### src/rcirq_pkg.sv
// Package: register map, field positions and types of the radio control block
package rcirq_pkg;
    localparam int ADDR_W = 10;
    localparam logic [9:0] OFS_PA_CTL2 = 10'h018;
    localparam logic [9:0] OFS_SOFT_RST = 10'h02a;
    localparam logic [9:0] OFS_TX_STBL = 10'h02e;
    localparam logic [9:0] OFS_IRQ_FLAGS = 10'h031;
    localparam logic [9:0] OFS_IRQ_EN = 10'h032;
    localparam logic [9:0] OFS_BCN_CFG = 10'h025;
    localparam logic [9:0] OFS_RADIO_CTL = 10'h036;
    localparam logic [9:0] OFS_ASSESS_CFG = 10'h03a;
    localparam logic [9:0] OFS_BB_CFG6 = 10'h03e;
    localparam logic [9:0] OFS_ENERGY_TH = 10'h03f;
    localparam logic [9:0] OFS_CHAN_CFG = 10'h200;
    localparam logic [9:0] OFS_VCO_TUNE = 10'h201;
    localparam logic [9:0] OFS_PLL_CTL = 10'h202;
    localparam logic [9:0] OFS_FILT_CFG = 10'h206;
    localparam logic [9:0] OFS_SLPCLK_SEL = 10'h207;
    localparam logic [9:0] OFS_VCO_CTL = 10'h208;
    localparam logic [9:0] OFS_STRENGTH = 10'h210;
    localparam logic [9:0] OFS_SLP_ALERT = 10'h211;
    localparam logic [9:0] OFS_SLPCLK_DIV = 10'h220;
    localparam int POS_POLARITY = 1;
    localparam int POS_RESTART = 2;
    localparam int POS_REQ = 7;
    localparam int POS_DONE = 0;
    localparam int POS_AVG_LO = 4;
    localparam int POS_TH_LO = 2;
    localparam int POS_CHAN_LO = 4;
    localparam logic [7:0] RST_ZERO = 8'h00;
    localparam logic [7:0] RST_SOFT_MASK = 8'h07;
    localparam logic [7:0] RST_BB6_MASK = 8'hC0;
    localparam logic [1:0] MODE_ENERGY = 2'b10;
    localparam logic [1:0] MODE_CARRIER = 2'b01;
    localparam logic [1:0] MODE_BOTH = 2'b11;
    localparam int REPORT_SYMBOLS = 8;
    localparam int SYMBOL_NS = 16000;
    localparam int CLK_NS = 40;
    localparam int SYMBOL_CYC = SYMBOL_NS / CLK_NS;

    typedef struct packed {
        logic [ADDR_W-1:0] addr;
        logic [7:0] wdata;
        logic wr;
        logic rd;
    } rcirq_bus_t;

    typedef struct packed {
        logic energy_valid;
        logic [7:0] energy;
        logic carrier_valid;
        logic [3:0] carrier_level;
    } rcirq_radio_t;

    typedef enum logic [1:0] {
        RCIRQ_IDLE = 2'b00,
        RCIRQ_MEAS = 2'b01,
        RCIRQ_DONE = 2'b11
    } rcirq_meas_t;
endpackage : rcirq_pkg

### src/rcirq_top.sv
// Radio control registers: host alert, channel, assessment and strength
//
// The plain strobed port is this design's own decision.
`timescale 1ns/100ps
`default_nettype none
module rcirq_top #(
    parameter int SYM_CYC = rcirq_pkg::SYMBOL_CYC
) (
    input wire logic ref_clk,
    input wire logic sys_rst,
    input wire rcirq_pkg::rcirq_bus_t bus,
    output logic [7:0] rdata,
    input wire logic [7:0] event_pulse,
    input wire rcirq_pkg::rcirq_radio_t radio,
    output logic alert,
    output logic medium_busy,
    output logic [3:0] chan_sel,
    output logic radio_restart,
    output logic [2:0] soft_reset_req
);
    import rcirq_pkg::*;

    logic [7:0] flags_ff, enables_ff, polar_ff, chan_ff, radio_ctl_ff, assess_ff;
    logic [7:0] energy_th_ff, bcn_ff, bb6_ff, pa_ff, stbl_ff, vco_tune_ff, pll_ff;
    logic [7:0] filt_ff, slpsel_ff, vco_ctl_ff, slpdiv_ff, soft_ff, rdata_ff;
    logic alert_ff, busy_ff, restart_ff;
    logic [7:0] energy_ff;
    logic carrier_ff;
    logic [7:0] nxt_flags;
    logic [7:0] nxt_rdata;

    function automatic logic hit(input logic [9:0] a, input logic [9:0] ofs);
        return a == ofs;
    endfunction

    wire wr = bus.wr;
    wire rd = bus.rd;
    wire [9:0] adr = bus.addr;
    wire [7:0] wd = bus.wdata;
    wire wr_en = wr && hit(adr, OFS_IRQ_EN);
    wire rd_flags = rd && hit(adr, OFS_IRQ_FLAGS);
    wire wr_bb6 = wr && hit(adr, OFS_BB_CFG6);

    assign nxt_flags = (rd_flags ? 8'h00 : flags_ff) | event_pulse;

    wire any_evt = |(nxt_flags & enables_ff);

    wire [1:0] mode = assess_ff[7:6];
    wire [3:0] cs_th = assess_ff[5:2];
    wire energy_hi = energy_ff > energy_th_ff;
    wire carrier_hi = carrier_ff && (radio.carrier_level >= cs_th);
    wire nxt_busy = (mode == MODE_ENERGY) ? energy_hi :
                    (mode == MODE_CARRIER) ? carrier_hi :
                    (mode == MODE_BOTH) ? (carrier_hi && energy_hi) : 1'b0;

    wire meas_start = wr_bb6 && wd[POS_REQ];
    logic meas_busy, meas_done;
    logic [7:0] meas_result;

    rcirq_strength_avg #(
        .SYM_CYC(SYM_CYC)
    ) u_avg (
        .ref_clk(ref_clk),
        .sys_rst(sys_rst),
        .start(meas_start),
        .avg_sel(bcn_ff[POS_AVG_LO +: 2]),
        .sample(energy_ff),
        .busy(meas_busy),
        .done(meas_done),
        .result(meas_result)
    );

    always_comb begin
        nxt_rdata = 8'h00;
        case (adr)
            OFS_PA_CTL2: nxt_rdata = pa_ff;
            OFS_SOFT_RST: nxt_rdata = soft_ff;
            OFS_TX_STBL: nxt_rdata = stbl_ff;
            OFS_IRQ_FLAGS: nxt_rdata = flags_ff;
            OFS_IRQ_EN: nxt_rdata = enables_ff;
            OFS_BCN_CFG: nxt_rdata = bcn_ff;
            OFS_RADIO_CTL: nxt_rdata = radio_ctl_ff;
            OFS_ASSESS_CFG: nxt_rdata = assess_ff;
            OFS_BB_CFG6: nxt_rdata = bb6_ff;
            OFS_ENERGY_TH: nxt_rdata = energy_th_ff;
            OFS_CHAN_CFG: nxt_rdata = chan_ff;
            OFS_VCO_TUNE: nxt_rdata = vco_tune_ff;
            OFS_PLL_CTL: nxt_rdata = pll_ff;
            OFS_FILT_CFG: nxt_rdata = filt_ff;
            OFS_SLPCLK_SEL: nxt_rdata = slpsel_ff;
            OFS_VCO_CTL: nxt_rdata = vco_ctl_ff;
            OFS_STRENGTH: nxt_rdata = meas_result;
            OFS_SLP_ALERT: nxt_rdata = polar_ff;
            OFS_SLPCLK_DIV: nxt_rdata = slpdiv_ff;
            default: nxt_rdata = 8'h00;
        endcase
    end

    always_ff @(posedge ref_clk) begin
        if (sys_rst) begin
            flags_ff <= RST_ZERO;
            enables_ff <= RST_ZERO;
            polar_ff <= RST_ZERO;
            alert_ff <= 1'b1;
            rdata_ff <= RST_ZERO;
        end else begin
            flags_ff <= nxt_flags;
            rdata_ff <= rd ? nxt_rdata : 8'h00;
            if (wr_en) begin
                enables_ff <= wd;
            end
            if (wr && hit(adr, OFS_SLP_ALERT)) begin
                polar_ff <= wd;
            end
            alert_ff <= polar_ff[POS_POLARITY] ? any_evt : ~any_evt;
        end
    end

    always_ff @(posedge ref_clk) begin
        if (sys_rst) begin
            chan_ff <= RST_ZERO;
            radio_ctl_ff <= RST_ZERO;
            assess_ff <= RST_ZERO;
            energy_th_ff <= RST_ZERO;
            bcn_ff <= RST_ZERO;
            pa_ff <= RST_ZERO;
            stbl_ff <= RST_ZERO;
            vco_tune_ff <= RST_ZERO;
            pll_ff <= RST_ZERO;
            filt_ff <= RST_ZERO;
            slpsel_ff <= RST_ZERO;
            vco_ctl_ff <= RST_ZERO;
            slpdiv_ff <= RST_ZERO;
        end else if (wr) begin
            case (adr)
                OFS_CHAN_CFG: chan_ff <= wd;
                OFS_RADIO_CTL: radio_ctl_ff <= wd;
                OFS_ASSESS_CFG: assess_ff <= wd;
                OFS_ENERGY_TH: energy_th_ff <= wd;
                OFS_BCN_CFG: bcn_ff <= wd;
                OFS_PA_CTL2: pa_ff <= wd;
                OFS_TX_STBL: stbl_ff <= wd;
                OFS_VCO_TUNE: vco_tune_ff <= wd;
                OFS_PLL_CTL: pll_ff <= wd;
                OFS_FILT_CFG: filt_ff <= wd;
                OFS_SLPCLK_SEL: slpsel_ff <= wd;
                OFS_VCO_CTL: vco_ctl_ff <= wd;
                OFS_SLPCLK_DIV: slpdiv_ff <= wd;
                default: chan_ff <= chan_ff;
            endcase
        end
    end

    always_ff @(posedge ref_clk) begin
        if (sys_rst) begin
            bb6_ff <= RST_ZERO;
            soft_ff <= RST_ZERO;
            energy_ff <= RST_ZERO;
            carrier_ff <= 1'b0;
            busy_ff <= 1'b0;
            restart_ff <= 1'b0;
        end else begin
            // Self clearing soft resets
            soft_ff <= (wr && hit(adr, OFS_SOFT_RST)) ? (wd & RST_SOFT_MASK) : RST_ZERO;
            if (meas_done) begin
                bb6_ff[POS_DONE] <= 1'b1;
            end else if (wr_bb6) begin
                bb6_ff[POS_DONE] <= 1'b0;
            end
            if (wr_bb6) begin
                bb6_ff[7:1] <= wd[7:1] & RST_BB6_MASK[7:1];
            end else if (meas_done) begin
                bb6_ff[POS_REQ] <= 1'b0;
            end
            if (radio.energy_valid) begin
                energy_ff <= radio.energy;
            end
            carrier_ff <= radio.carrier_valid;
            busy_ff <= nxt_busy;
            restart_ff <= radio_ctl_ff[POS_RESTART];
        end
    end

    assign rdata = rdata_ff;
    assign alert = alert_ff;
    assign medium_busy = busy_ff;
    assign chan_sel = chan_ff[POS_CHAN_LO +: 4];
    assign radio_restart = restart_ff;
    assign soft_reset_req = soft_ff[2:0];
    wire unused_busy = meas_busy;
endmodule // rcirq_top
`default_nettype wire

### src/rcirq_strength_avg.sv
// Strength averaging engine for firmware requested measurements
`timescale 1ns/100ps
`default_nettype none
module rcirq_strength_avg #(
    parameter int SYM_CYC = rcirq_pkg::SYMBOL_CYC
) (
    input wire logic ref_clk,
    input wire logic sys_rst,
    input wire logic start,
    input wire logic [1:0] avg_sel,
    input wire logic [7:0] sample,
    output logic busy,
    output logic done,
    output logic [7:0] result
);
    import rcirq_pkg::*;

    rcirq_meas_t state_ff, nxt_state;
    logic [15:0] cyc_ff;
    logic [3:0] sym_ff;
    logic [11:0] acc_ff;
    logic [7:0] result_ff;
    logic done_ff;
    wire sym_tick = (cyc_ff == 16'(SYM_CYC - 1));
    wire [3:0] sym_goal = 4'(REPORT_SYMBOLS);
    wire last_sym = sym_tick && (sym_ff == sym_goal - 4'h1);
    wire [11:0] acc_sum = acc_ff + {4'h0, sample};

    always_comb begin
        nxt_state = state_ff;
        case (state_ff)
            RCIRQ_IDLE: nxt_state = start ? RCIRQ_MEAS : RCIRQ_IDLE;
            RCIRQ_MEAS: nxt_state = last_sym ? RCIRQ_DONE : RCIRQ_MEAS;
            RCIRQ_DONE: nxt_state = RCIRQ_IDLE;
            default: nxt_state = RCIRQ_IDLE;
        endcase
    end

    always_ff @(posedge ref_clk) begin
        if (sys_rst) begin
            state_ff <= RCIRQ_IDLE;
            cyc_ff <= 16'h0000;
            sym_ff <= 4'h0;
            acc_ff <= 12'h000;
            result_ff <= 8'h00;
            done_ff <= 1'b0;
        end else begin
            state_ff <= nxt_state;
            done_ff <= (state_ff == RCIRQ_MEAS) && last_sym;
            if (state_ff != RCIRQ_MEAS) begin
                cyc_ff <= 16'h0000;
                sym_ff <= 4'h0;
                acc_ff <= 12'h000;
            end else begin
                cyc_ff <= sym_tick ? 16'h0000 : cyc_ff + 16'h0001;
                if (sym_tick) begin
                    sym_ff <= sym_ff + 4'h1;
                    acc_ff <= acc_sum;
                end
                if (last_sym) begin
                    result_ff <= acc_sum[10:3];
                end
            end
        end
    end

    assign busy = (state_ff != RCIRQ_IDLE);
    assign done = done_ff;
    assign result = result_ff;
    wire unused_sel = ^avg_sel;
endmodule // rcirq_strength_avg
`default_nettype wire

### config.mk
export PLATFORM = sky130hd
export DESIGN_NAME = rcirq_top
export DESIGN_NICKNAME = d
export VERILOG_FILES = /design/src/rcirq_pkg.sv /design/src/rcirq_top.sv /design/src/rcirq_strength_avg.sv
export SDC_FILE = /design/constraint.sdc
export NUM_CORES = 1
export LEC_CHECK = 0
export ABC_CLOCK_PERIOD_IN_PS = 6900
export BUFFER_PORTS_ARGS = -buffer_cell sky130_fd_sc_hd__buf_2
export CORE_MARGIN = 4
export CORE_UTILIZATION = 29
export DETAILED_ROUTE_END_ITERATION = 7
export SLEW_MARGIN = 20
export SYNTH_ARGS = -nofsm -noshare
export SYNTH_HDL_FRONTEND = slang
export SYNTH_HIERARCHICAL = 1
export SYNTH_SLANG_ARGS = --single-unit
### constraint.sdc
create_clock -name ref_clk -period 6.9 [get_ports ref_clk]
set_clock_uncertainty 0.15 [all_clocks]
set_input_delay 0.69 -clock ref_clk [delete_from_list [all_inputs] [get_ports ref_clk]]
set_output_delay 0.69 -clock ref_clk [all_outputs]
set_load 0.005 [all_outputs]
---- Word level (Yosys, flattened, before mapping) ----
Index checks and enable logic that the tools add are counted.
operators by class
  add/subtract/negate cells ............... 3
  multipliers ............................. 0
  divide/modulo/power cells ............... 0
  order comparisons ....................... 2
  equal/unequal tests ..................... 26
  shift operators ......................... 0
  muxes and demuxes ....................... 13
  bitwise gates (word level) .............. 6
  reductions and logical operators ........ 31
operator list
  cell                                                              count
  8-bit case mux with 19 select lines                               1
  10-bit == test, second input constant                             9
  10-bit by 6-bit == test with 1-bit output, second input constant  9
  2-bit AND reduction                                               14
  16-bit by 1-bit adder with 16-bit output, second input constant   1
  16-bit by 9-bit == test with 1-bit output, second input constant  1
  12-bit by 8-bit adder with 12-bit output                          1
  10-bit by 5-bit == test with 1-bit output, second input constant  1
  1-bit logical AND                                                 10
  1-bit 2-to-1 mux                                                  9
  8-bit bitwise AND                                                 1
  8-bit greater-than comparator                                     1
  8-bit 2-to-1 mux                                                  1
  8-bit bitwise OR                                                  1
  8-bit OR reduction                                                1
  2-bit OR reduction                                                3
  4-bit by 1-bit adder with 4-bit output, second input constant     1
  2-bit by 1-bit == test with 1-bit output, second input constant   2
  2-bit == test, second input constant                              2
  4-bit by 3-bit == test with 1-bit output, second input constant   1
  4-bit >= comparator                                               1
  1-bit inverter                                                    4
  2-bit case mux with 2 select lines                                1
  3-bit OR reduction                                                1
  4 further kinds                                                   4
word-level totals
  register bits ........................... 202
  bits in latches ......................... 0
  bits in writable memories ............... 0
  ROM bits ................................ 0
  output and inout bits ................... 18
  memories ................................ 0

---- Longest topological paths before layout ----
Gate-level depths: netlist of the first run.
  word-level depth ........................ 8
  gate-level depth with buffers ........... 9
  mapped depth without buffers ............ 8

---- By module ----
The synthesis of the first run kept the hierarchy.
modules (own cells, without submodules)
  module              instances  cells each  area each (um2)  seq. area each (um2)
  rcirq_top           1          844         7325.8           3083.0
  rcirq_strength_avg  1          240         2088.3           820.8

---- Worst setup path before layout of the first run ----
Ideal clock, no wire load.
  kind .................................... input port to flip-flop
  from .................................... input bus[12] (netlist bit)
  to ...................................... register alert_ff, in the netlist alert
  arrival ................................. 2.285 ns
  slack ................................... 4.394 ns
  stages .................................. 7
  path through ............................ buf_2 nor4b_4 nand4_2 a21oi_1 o22ai_1 nor4_1 mux2i_1
between the ends
  longest elaborated chain between the ends .. 8
RTL lines
  what                                           RTL line          RTL
  start, declared                                rcirq_top.sv:11   input wire rcirq_pkg::rcirq_bus_t bus,
  10-bit by 6-bit == test with 1-bit output (*)  rcirq_top.sv:33   return a == ofs;
  1-bit logical AND (*)                          rcirq_top.sv:41   wire rd_flags = rd && hit(adr, OFS_IRQ_FLAGS);
  8-bit 2-to-1 mux (*)                           rcirq_top.sv:44   assign nxt_flags = (rd_flags ? 8'h00 : flags_ff) | event_pulse;
  8-bit bitwise OR (*)                           rcirq_top.sv:44
  8-bit bitwise AND (*)                          rcirq_top.sv:46   wire any_evt = |(nxt_flags & enables_ff);
  8-bit OR reduction (*)                         rcirq_top.sv:46
  1-bit inverter                                 rcirq_top.sv:115  alert_ff <= polar_ff[POS_POLARITY] ? any_evt : ~any_evt;
  1-bit 2-to-1 mux (*)                           rcirq_top.sv:115
  end signal, assigned                           rcirq_top.sv:115
  end, declared                                  rcirq_top.sv:26   logic alert_ff, busy_ff, restart_ff;
Mark *: on every way between the ends. The rest lies on a longest branch, timed or not.
A chain may end at the register's enable or synchronous reset.

---- Worst setup path after layout of the first run ----
  from .................................... input bus[13] (netlist bit)
  to ...................................... register rdata_ff[7], in the netlist rdata[7]
between the ends
  longest elaborated chain between the ends .. 2
RTL lines
  what                                          RTL line          RTL
  10-bit == test, or another cell as far along  rcirq_top.sv:75   case (adr)
  8-bit case mux with 19 select lines (*)       rcirq_top.sv:75
  end signal, assigned                          rcirq_top.sv:108  rdata_ff <= rd ? nxt_rdata : 8'h00;
  end, declared                                 rcirq_top.sv:25   logic [7:0] filt_ff, slpsel_ff, vco_ctl_ff, slpdiv_ff, soft_ff, rdata_ff;
Marked as above.

==> results.sh, run 1 <==
export IMPL_path_clk_slew_ps=80
export IMPL_p_per_area_nw_per_um2=214
export IMPL_clock_sinks=195
export IMPL_hpwl_mm=19.8
export IMPL_multiInputGateArea_um2=5050
export IMPL_cts_max_path_buffers=2
export IMPL_cts_setup_buffers=0
export IMPL_root_buffer="clkbuf_16"
export IMPL_die_h_um=188
export IMPL_worst_slew_margin_rel_pct=32.7
export IMPL_largest_reg_flops=16
export IMPL_num_antenna_cells=0
export IMPL_grt_overflow_total=0
export IMPL_ir_drop_uv=171
export IMPL_worst_pin_slew_ps=1000
export IMPL_fillCellCount=3308
export IMPL_worstPathArrival_ps=3370
export IMPL_combPwrFrac_pct=5.7
export IMPL_pwr_share_seq_pct=50.5
export IMPL_syn_nets=1150
export IMPL_cap_violations=0
export IMPL_cp_start_kind="input pin"
export IMPL_rrSetupSlack_ps=4120
export IMPL_initial_core_util_pct=29.6
export IMPL_path_class="in2reg"
export IMPL_cp_required_ps=7060
export IMPL_dr_pass1_iters=5
export IMPL_hold_start="radio[4]"
export IMPL_rsz0062_at_grt="no"
export IMPL_grt_pass1_vias=7550
export IMPL_ios=62
export IMPL_grt_pass1_wl_mm=44.7
export IMPL_slew_viol_final=0
export IMPL_largest_register="u_avg/cyc_ff"
export IMPL_p_int_mw=1.65
export IMPL_port_buffers=61
export IMPL_cts_tree="yes"
export IMPL_fin_area_um2=10600
export IMPL_synthCells=1083
export IMPL_netlist_area_um2=9410
export IMPL_layout_drive_gt1_share_pct=11.8
export IMPL_finalSetupViolCount=0
export IMPL_avgSynthCellArea_um2=8.69
export IMPL_fin_nets=1162
export IMPL_detailedRoute_firstIterationViolations=657
export IMPL_cp_end_kind="register"
export IMPL_min_period_ps=3210
export IMPL_drc=0
export IMPL_clock_latency_ps=450
export IMPL_pwr_share_clk_pct=43.9
export IMPL_yosys_warnings=6
export IMPL_fin_crit_sh_pct=46.5
export IMPL_finalHoldViolations=0
export IMPL_dieArea_um2=35400
export IMPL_fmax_ghz=0.312
export IMPL_numCtsBuffers=17
export IMPL_p_leak_nw=3.91
export IMPL_avgRoutedWirePerCell_um=18.4
export IMPL_dp_slack_ps=3310
export IMPL_crit_path_max_fanout=38
export IMPL_hold_depth=2
export IMPL_core_area_um2=31800
export IMPL_cts_htree_levels=4
export IMPL_postRouteAntennaNets=0
export IMPL_holdBufCountCts=0
export IMPL_wl_mm=28.4
export IMPL_placed_area_um2=9970
export IMPL_grt_max_degree=83
export IMPL_hold_path_endpoint="carrier_ff$_SDFF_PP0_"
export IMPL_gp_congestion=0.884
export IMPL_vias_per_cell=5.10
export IMPL_ff2ff_path_depth=8
export IMPL_hp_class="in2reg"
export IMPL_worst_slack_ps=3690
export IMPL_regToRegEndpoint="u_avg/acc_ff[10]$_SDFFE_PP0P_"
export IMPL_r2r_start="energy_ff[0]$_SDFFE_PP0P_"
export IMPL_placementRows=65
export IMPL_track_usage_pct=16.0
export IMPL_switching_share_pct=26.7
export IMPL_die_w_um=188
export IMPL_cts_repair_resized=0
export IMPL_antenna_found_initial=0
export IMPL_setup_tns_ps=0
export IMPL_status="finished, final reports clean"
export IMPL_reg_largest_list="u_avg/cyc_ff (16), u_avg/acc_ff (11)"
export IMPL_register_area_um2=3900
export IMPL_vias=7863
export IMPL_syn2layout_area_growth_pct=12.2
export IMPL_switching_power_mw=0.602
[power by group through the flow]
stage	Combinational [mW]	Clock, mW	Sequential [mW]
after detailed placement	0.127	0	1.16
after CTS	0.128	1.01	1.14
final	0.128	0.989	1.14
after floorplan	0.0817	0	1.16
after global routing	0.140	1.06	1.14
after global placement	0.126	0	1.16
[metal layers]
layer  up-vias  part of all wire [%]  global-route usage (%)
met5         -                     0                       0
met4         0                   1.5                    4.32
met3        28                   4.9                    2.89
met2       234                    46                    25.3
met1      3741                    47                    22.6
li1       3860                     -                       -
[through the flow]
step / utilization (%) / hold slack, ps / total power, mW / cells
2_1_floorplan: - / 280 / 1.24 / 1083
3_3_place_gp: 31.4 / 292 / 1.29 / 1511
3_5_place_dp: 31.4 / 300 / 1.29 / 1511
4_1_cts: 33.2 / 291 / 2.28 / 1543
5_1_grt: 33.2 / 318 / 2.34 / 1543
6_report: 33.2 / 303 / 2.25 / 1543
[final cells by class]
class | count | share of cell area (%)
timing repair buffer | 67 | 3.34
clock inverter | 15 | 1.49
inverter | 31 | 1.10
tap | 435 | 5.16
multi-input combinational | 783 | 47.9
sequential | 195 | 37.0
clock buffer | 17 | 4.03
[critical path: stages]
cell	delay [ps]
buf_2	640
nor4b_2	390
and3_1	670
a31oi_1	80
o211ai_1	130
o21ai_1	270
a41oi_1	460
[how the worst max path moves through the flow]
stage / start / to / slack [ps] / depth (start not counted)
3_5_place_dp: bus[13] / rdata[7]$_SDFF_PP0_ / 3310 / 7
4_1_cts: bus[13] / rdata[7]$_SDFF_PP0_ / 3760 / 7
6_report: bus[13] / rdata[7]$_SDFF_PP0_ / 3690 / 7
5_1_grt: bus[13] / rdata[7]$_SDFF_PP0_ / 3560 / 7
3_3_place_gp: bus[13] / rdata[7]$_SDFF_PP0_ / 3270 / 7
2_1_floorplan: bus[12] / alert$_SDFF_PP1_ / 4390 / 7
[cell usage in the layout, fill, tap and decap left out, drive strengths merged, types with 4 or more instances in the layout]
cell type / instances
buf: 67
a221oi: 7
clkbuf: 17
xnor2: 8
or4: 8
ha: 22
mux2i: 108
nor3: 16
nor2b: 12
a31oi: 9
xor2: 13
nor4b: 5
and2: 9
a21oi: 81
dfxtp: 195
o31ai: 4
a22oi: 24
nor4: 8
a22o: 6
and3: 10
nand2: 78
inv: 40
nand2b: 13
nand3: 59
nand3b: 5
nand4: 7
o21ai: 27
o22ai: 7
clkinv: 5
a32oi: 9
nor2: 176
a211oi: 5
mux2: 6
o211ai: 5
Note: power is estimated with default switching activity, not from simulation.
==> run 2: changes to the inputs <==
--- a/config.mk
+++ b/config.mk
@@ -5,7 +5,7 @@
 export SDC_FILE = /design/constraint.sdc
 export NUM_CORES = 1
 export LEC_CHECK = 0
-export ABC_CLOCK_PERIOD_IN_PS = 6900
+export ABC_CLOCK_PERIOD_IN_PS = 2600
 export BUFFER_PORTS_ARGS = -buffer_cell sky130_fd_sc_hd__buf_2
 export CORE_MARGIN = 4
 export CORE_UTILIZATION = 29
==> constraint.sdc (replaced) <==
create_clock -name ref_clk -period 2.6 [get_ports ref_clk]
set_clock_uncertainty 0.15 [all_clocks]
set_input_delay 0.26 -clock ref_clk [delete_from_list [all_inputs] [get_ports ref_clk]]
set_output_delay 0.26 -clock ref_clk [all_outputs]
set_load 0.005 [all_outputs]
==> run 2 against run 1 <==
  * Clock power grew to 2.7 times the previous value
  * First-iteration DRC count is 12% higher
  * Clock-buffer cell count stayed put
  * Final cell count is 4.7% higher
  * Critical path depth is 3 lower
  * Combinational power grew to 3.1 times the previous value
  * Setup slack worse by 3500 ps
  * Sequential share of layout area is 2.0 points lower
  * Non-clock buffer count is 72 higher
  * Sequential power grew to 2.6 times the previous value
  * Critical path type is now reg2reg
  * Critical endpoint is now u_avg/result[6]$_SDFFE_PP0P_
  * Highest routed layer unchanged
==> results.sh, run 2 (synthesis gave the netlist of run 1 again) <==
export IMPL_largest_reg_flops=16
export IMPL_fillCellCount=3237
export IMPL_dieArea_um2=35400
export IMPL_min_period_ps=2440
export IMPL_cts_htree_levels=4
export IMPL_vias=8229
export IMPL_finalSetupViolCount=0
export IMPL_path_class="reg2reg"
export IMPL_cp_end_kind="register"
export IMPL_fmax_ghz=0.411
export IMPL_layout_common_cells="195 x dfxtp_1, 173 x nor2_1, 108 x mux2i_1"
export IMPL_rsz0062_at_grt="no"
export IMPL_hp_class="in2reg"
export IMPL_cp_start_kind="register"
export IMPL_gp_congestion=0.903
export IMPL_die_w_um=188
export IMPL_p_int_mw=4.51
export IMPL_root_buffer="clkbuf_16"
export IMPL_path_clk_slew_ps=80
export IMPL_final_common_cell="dfxtp_1"
export IMPL_fin_crit_sh_pct=93.7
export IMPL_reg_largest_list="u_avg/cyc_ff (16), u_avg/acc_ff (11)"
export IMPL_cap_violations=0
export IMPL_grt_pass1_wl_mm=45.8
export IMPL_initial_core_util_pct=29.6
export IMPL_cpPeakStageDelay_ps=620
export IMPL_cts_max_path_buffers=2
export IMPL_combPwrFrac_pct=6.5
export IMPL_core_area_um2=31800
export IMPL_grt_max_degree=90
export IMPL_detailedRoute_firstIterationViolations=738
export IMPL_clock_latency_ps=440
export IMPL_avgRoutedWirePerCell_um=18.1
export IMPL_switching_share_pct=26.1
export IMPL_final_cells=1615
export IMPL_switching_power_mw=1.59
export IMPL_hpwl_mm=20.9
export IMPL_pwr_share_seq_pct=49.5
export IMPL_cts_tree="yes"
export IMPL_cpMostUsedCell="or4_4"
export IMPL_clock_sinks=195
export IMPL_slowest_stage="or4_4"
export IMPL_die_h_um=188
export IMPL_pwr_share_clk_pct=44.0
export IMPL_vias_per_cell=5.10
export IMPL_wl_mm=29.2
export IMPL_syn2layout_area_growth_pct=18.7
export IMPL_crit_path_max_fanout=14
export IMPL_cp_required_ps=2810
export IMPL_numCtsBuffers=17
export IMPL_worst_pin_slew_ps=873
export IMPL_p_per_area_nw_per_um2=546
export IMPL_ios=62
export IMPL_postRouteAntennaNets=0
export IMPL_drc=0
export IMPL_status="finished, final reports clean"
export IMPL_path_cells="or4_4, or4_4, or4_1, o221ai_2"
export IMPL_ir_drop_uv=462
export IMPL_worst_slew_margin_rel_pct=40.3
export IMPL_worstPathArrival_ps=2650
export IMPL_whs_ps=78.3
export IMPL_finalHoldViolations=0
export IMPL_p_leak_nw=4.27
export IMPL_layout_drive_gt1_share_pct=15.8
export IMPL_largest_register="u_avg/cyc_ff"
export IMPL_fin_nets=1234
export IMPL_crit_family="simple AND/OR/NAND/NOR gates"
export IMPL_track_usage_pct=16.3
export IMPL_grt_overflow_total=0
export IMPL_slew_viol_final=0
export IMPL_placementRows=65
export IMPL_num_antenna_cells=0
export IMPL_place_inst=1566
export IMPL_port_buffers=61
export IMPL_antenna_found_initial=0
export IMPL_grt_pass1_vias=7912
export IMPL_dr_pass1_iters=5
export IMPL_critPathBufInv=0
==> run 2: cell types whose count changed in the layout (fill, tap and decap cells not counted), sizes merged <==
| cell | delta |
|---|---|
| bufinv | +1 |
| buf | +55 |
| dlygate4sd3 | +17 |
| clkinv | -1 |
==> run 2: through the flow <==
stage / setup slack (ps) / TNS (ps) / cell area [um^2] / power [mW] / utilization, %
after floorplan: 243 / 0 / 9410 / 3.30 / -
after global placement: -154 / -154 / 10400 / 3.46 / 32.7
after detailed placement: -113 / -113 / 10400 / 3.46 / 32.7
after CTS: 66.1 / 0 / 11200 / 6.16 / 35.1
after global routing: 11.8 / 0 / 11200 / 6.32 / 35.1
final: 165 / 0 / 11200 / 6.10 / 35.1
==> run 2: worst paths after layout <==
path,from,endpoint,slack (ps),depth (start not counted)
max,u_avg/cyc_ff[5]$_SDFF_PP0_,u_avg/result[6]$_SDFFE_PP0P_,160,4
min reg2reg,pa_ff[5]$_SDFFE_PP0P_,pa_ff[5]$_SDFFE_PP0P_,310,2
max reg2reg,u_avg/cyc_ff[5]$_SDFF_PP0_,u_avg/result[6]$_SDFFE_PP0P_,160,4
min,sys_rst,energy_ff[1]$_SDFFE_PP0P_,80,2
==> run 2: power groups by stage <==
stage,registers [mW],logic [mW],clock network (mW)
CTS,3.02,0.392,2.76
global placement,3.09,0.370,0
global route,3.02,0.428,2.88
detailed placement,3.09,0.371,0
finish,3.02,0.397,2.68
floorplan,3.08,0.217,0
==> run 2: area by class of cell <==
type	count	area (um^2)	area share (%)
Timing Repair Buffer	139	961	8.60
Clock inverter	15	160	1.43
Tap cell	435	544	4.87
Inverter	31	116	1.04
Multi-Input combinational cell	783	5060	45.3
Clock buffer	17	425	3.81
Sequential cell	195	3900	35.0
==> run 2: per-layer routing <==
metal  share of wire, %  GRT usage, %  vias to the layer above
met4                1.5          3.90                        0
met3                5.2          3.31                       32
met1                 46          22.3                     3957
met2                 47          26.5                      242
li1                   -             -                     3998
met5                  0             0                        -
==> run 2: repair_timing <==
item                                    in CTS  in global routing
endpoints found under the hold margin       17                  0
gates resized for setup                      0                  3
buffers inserted                             0                  0
endpoints found under the setup margin       0                  2
hold buffers                                17                  0
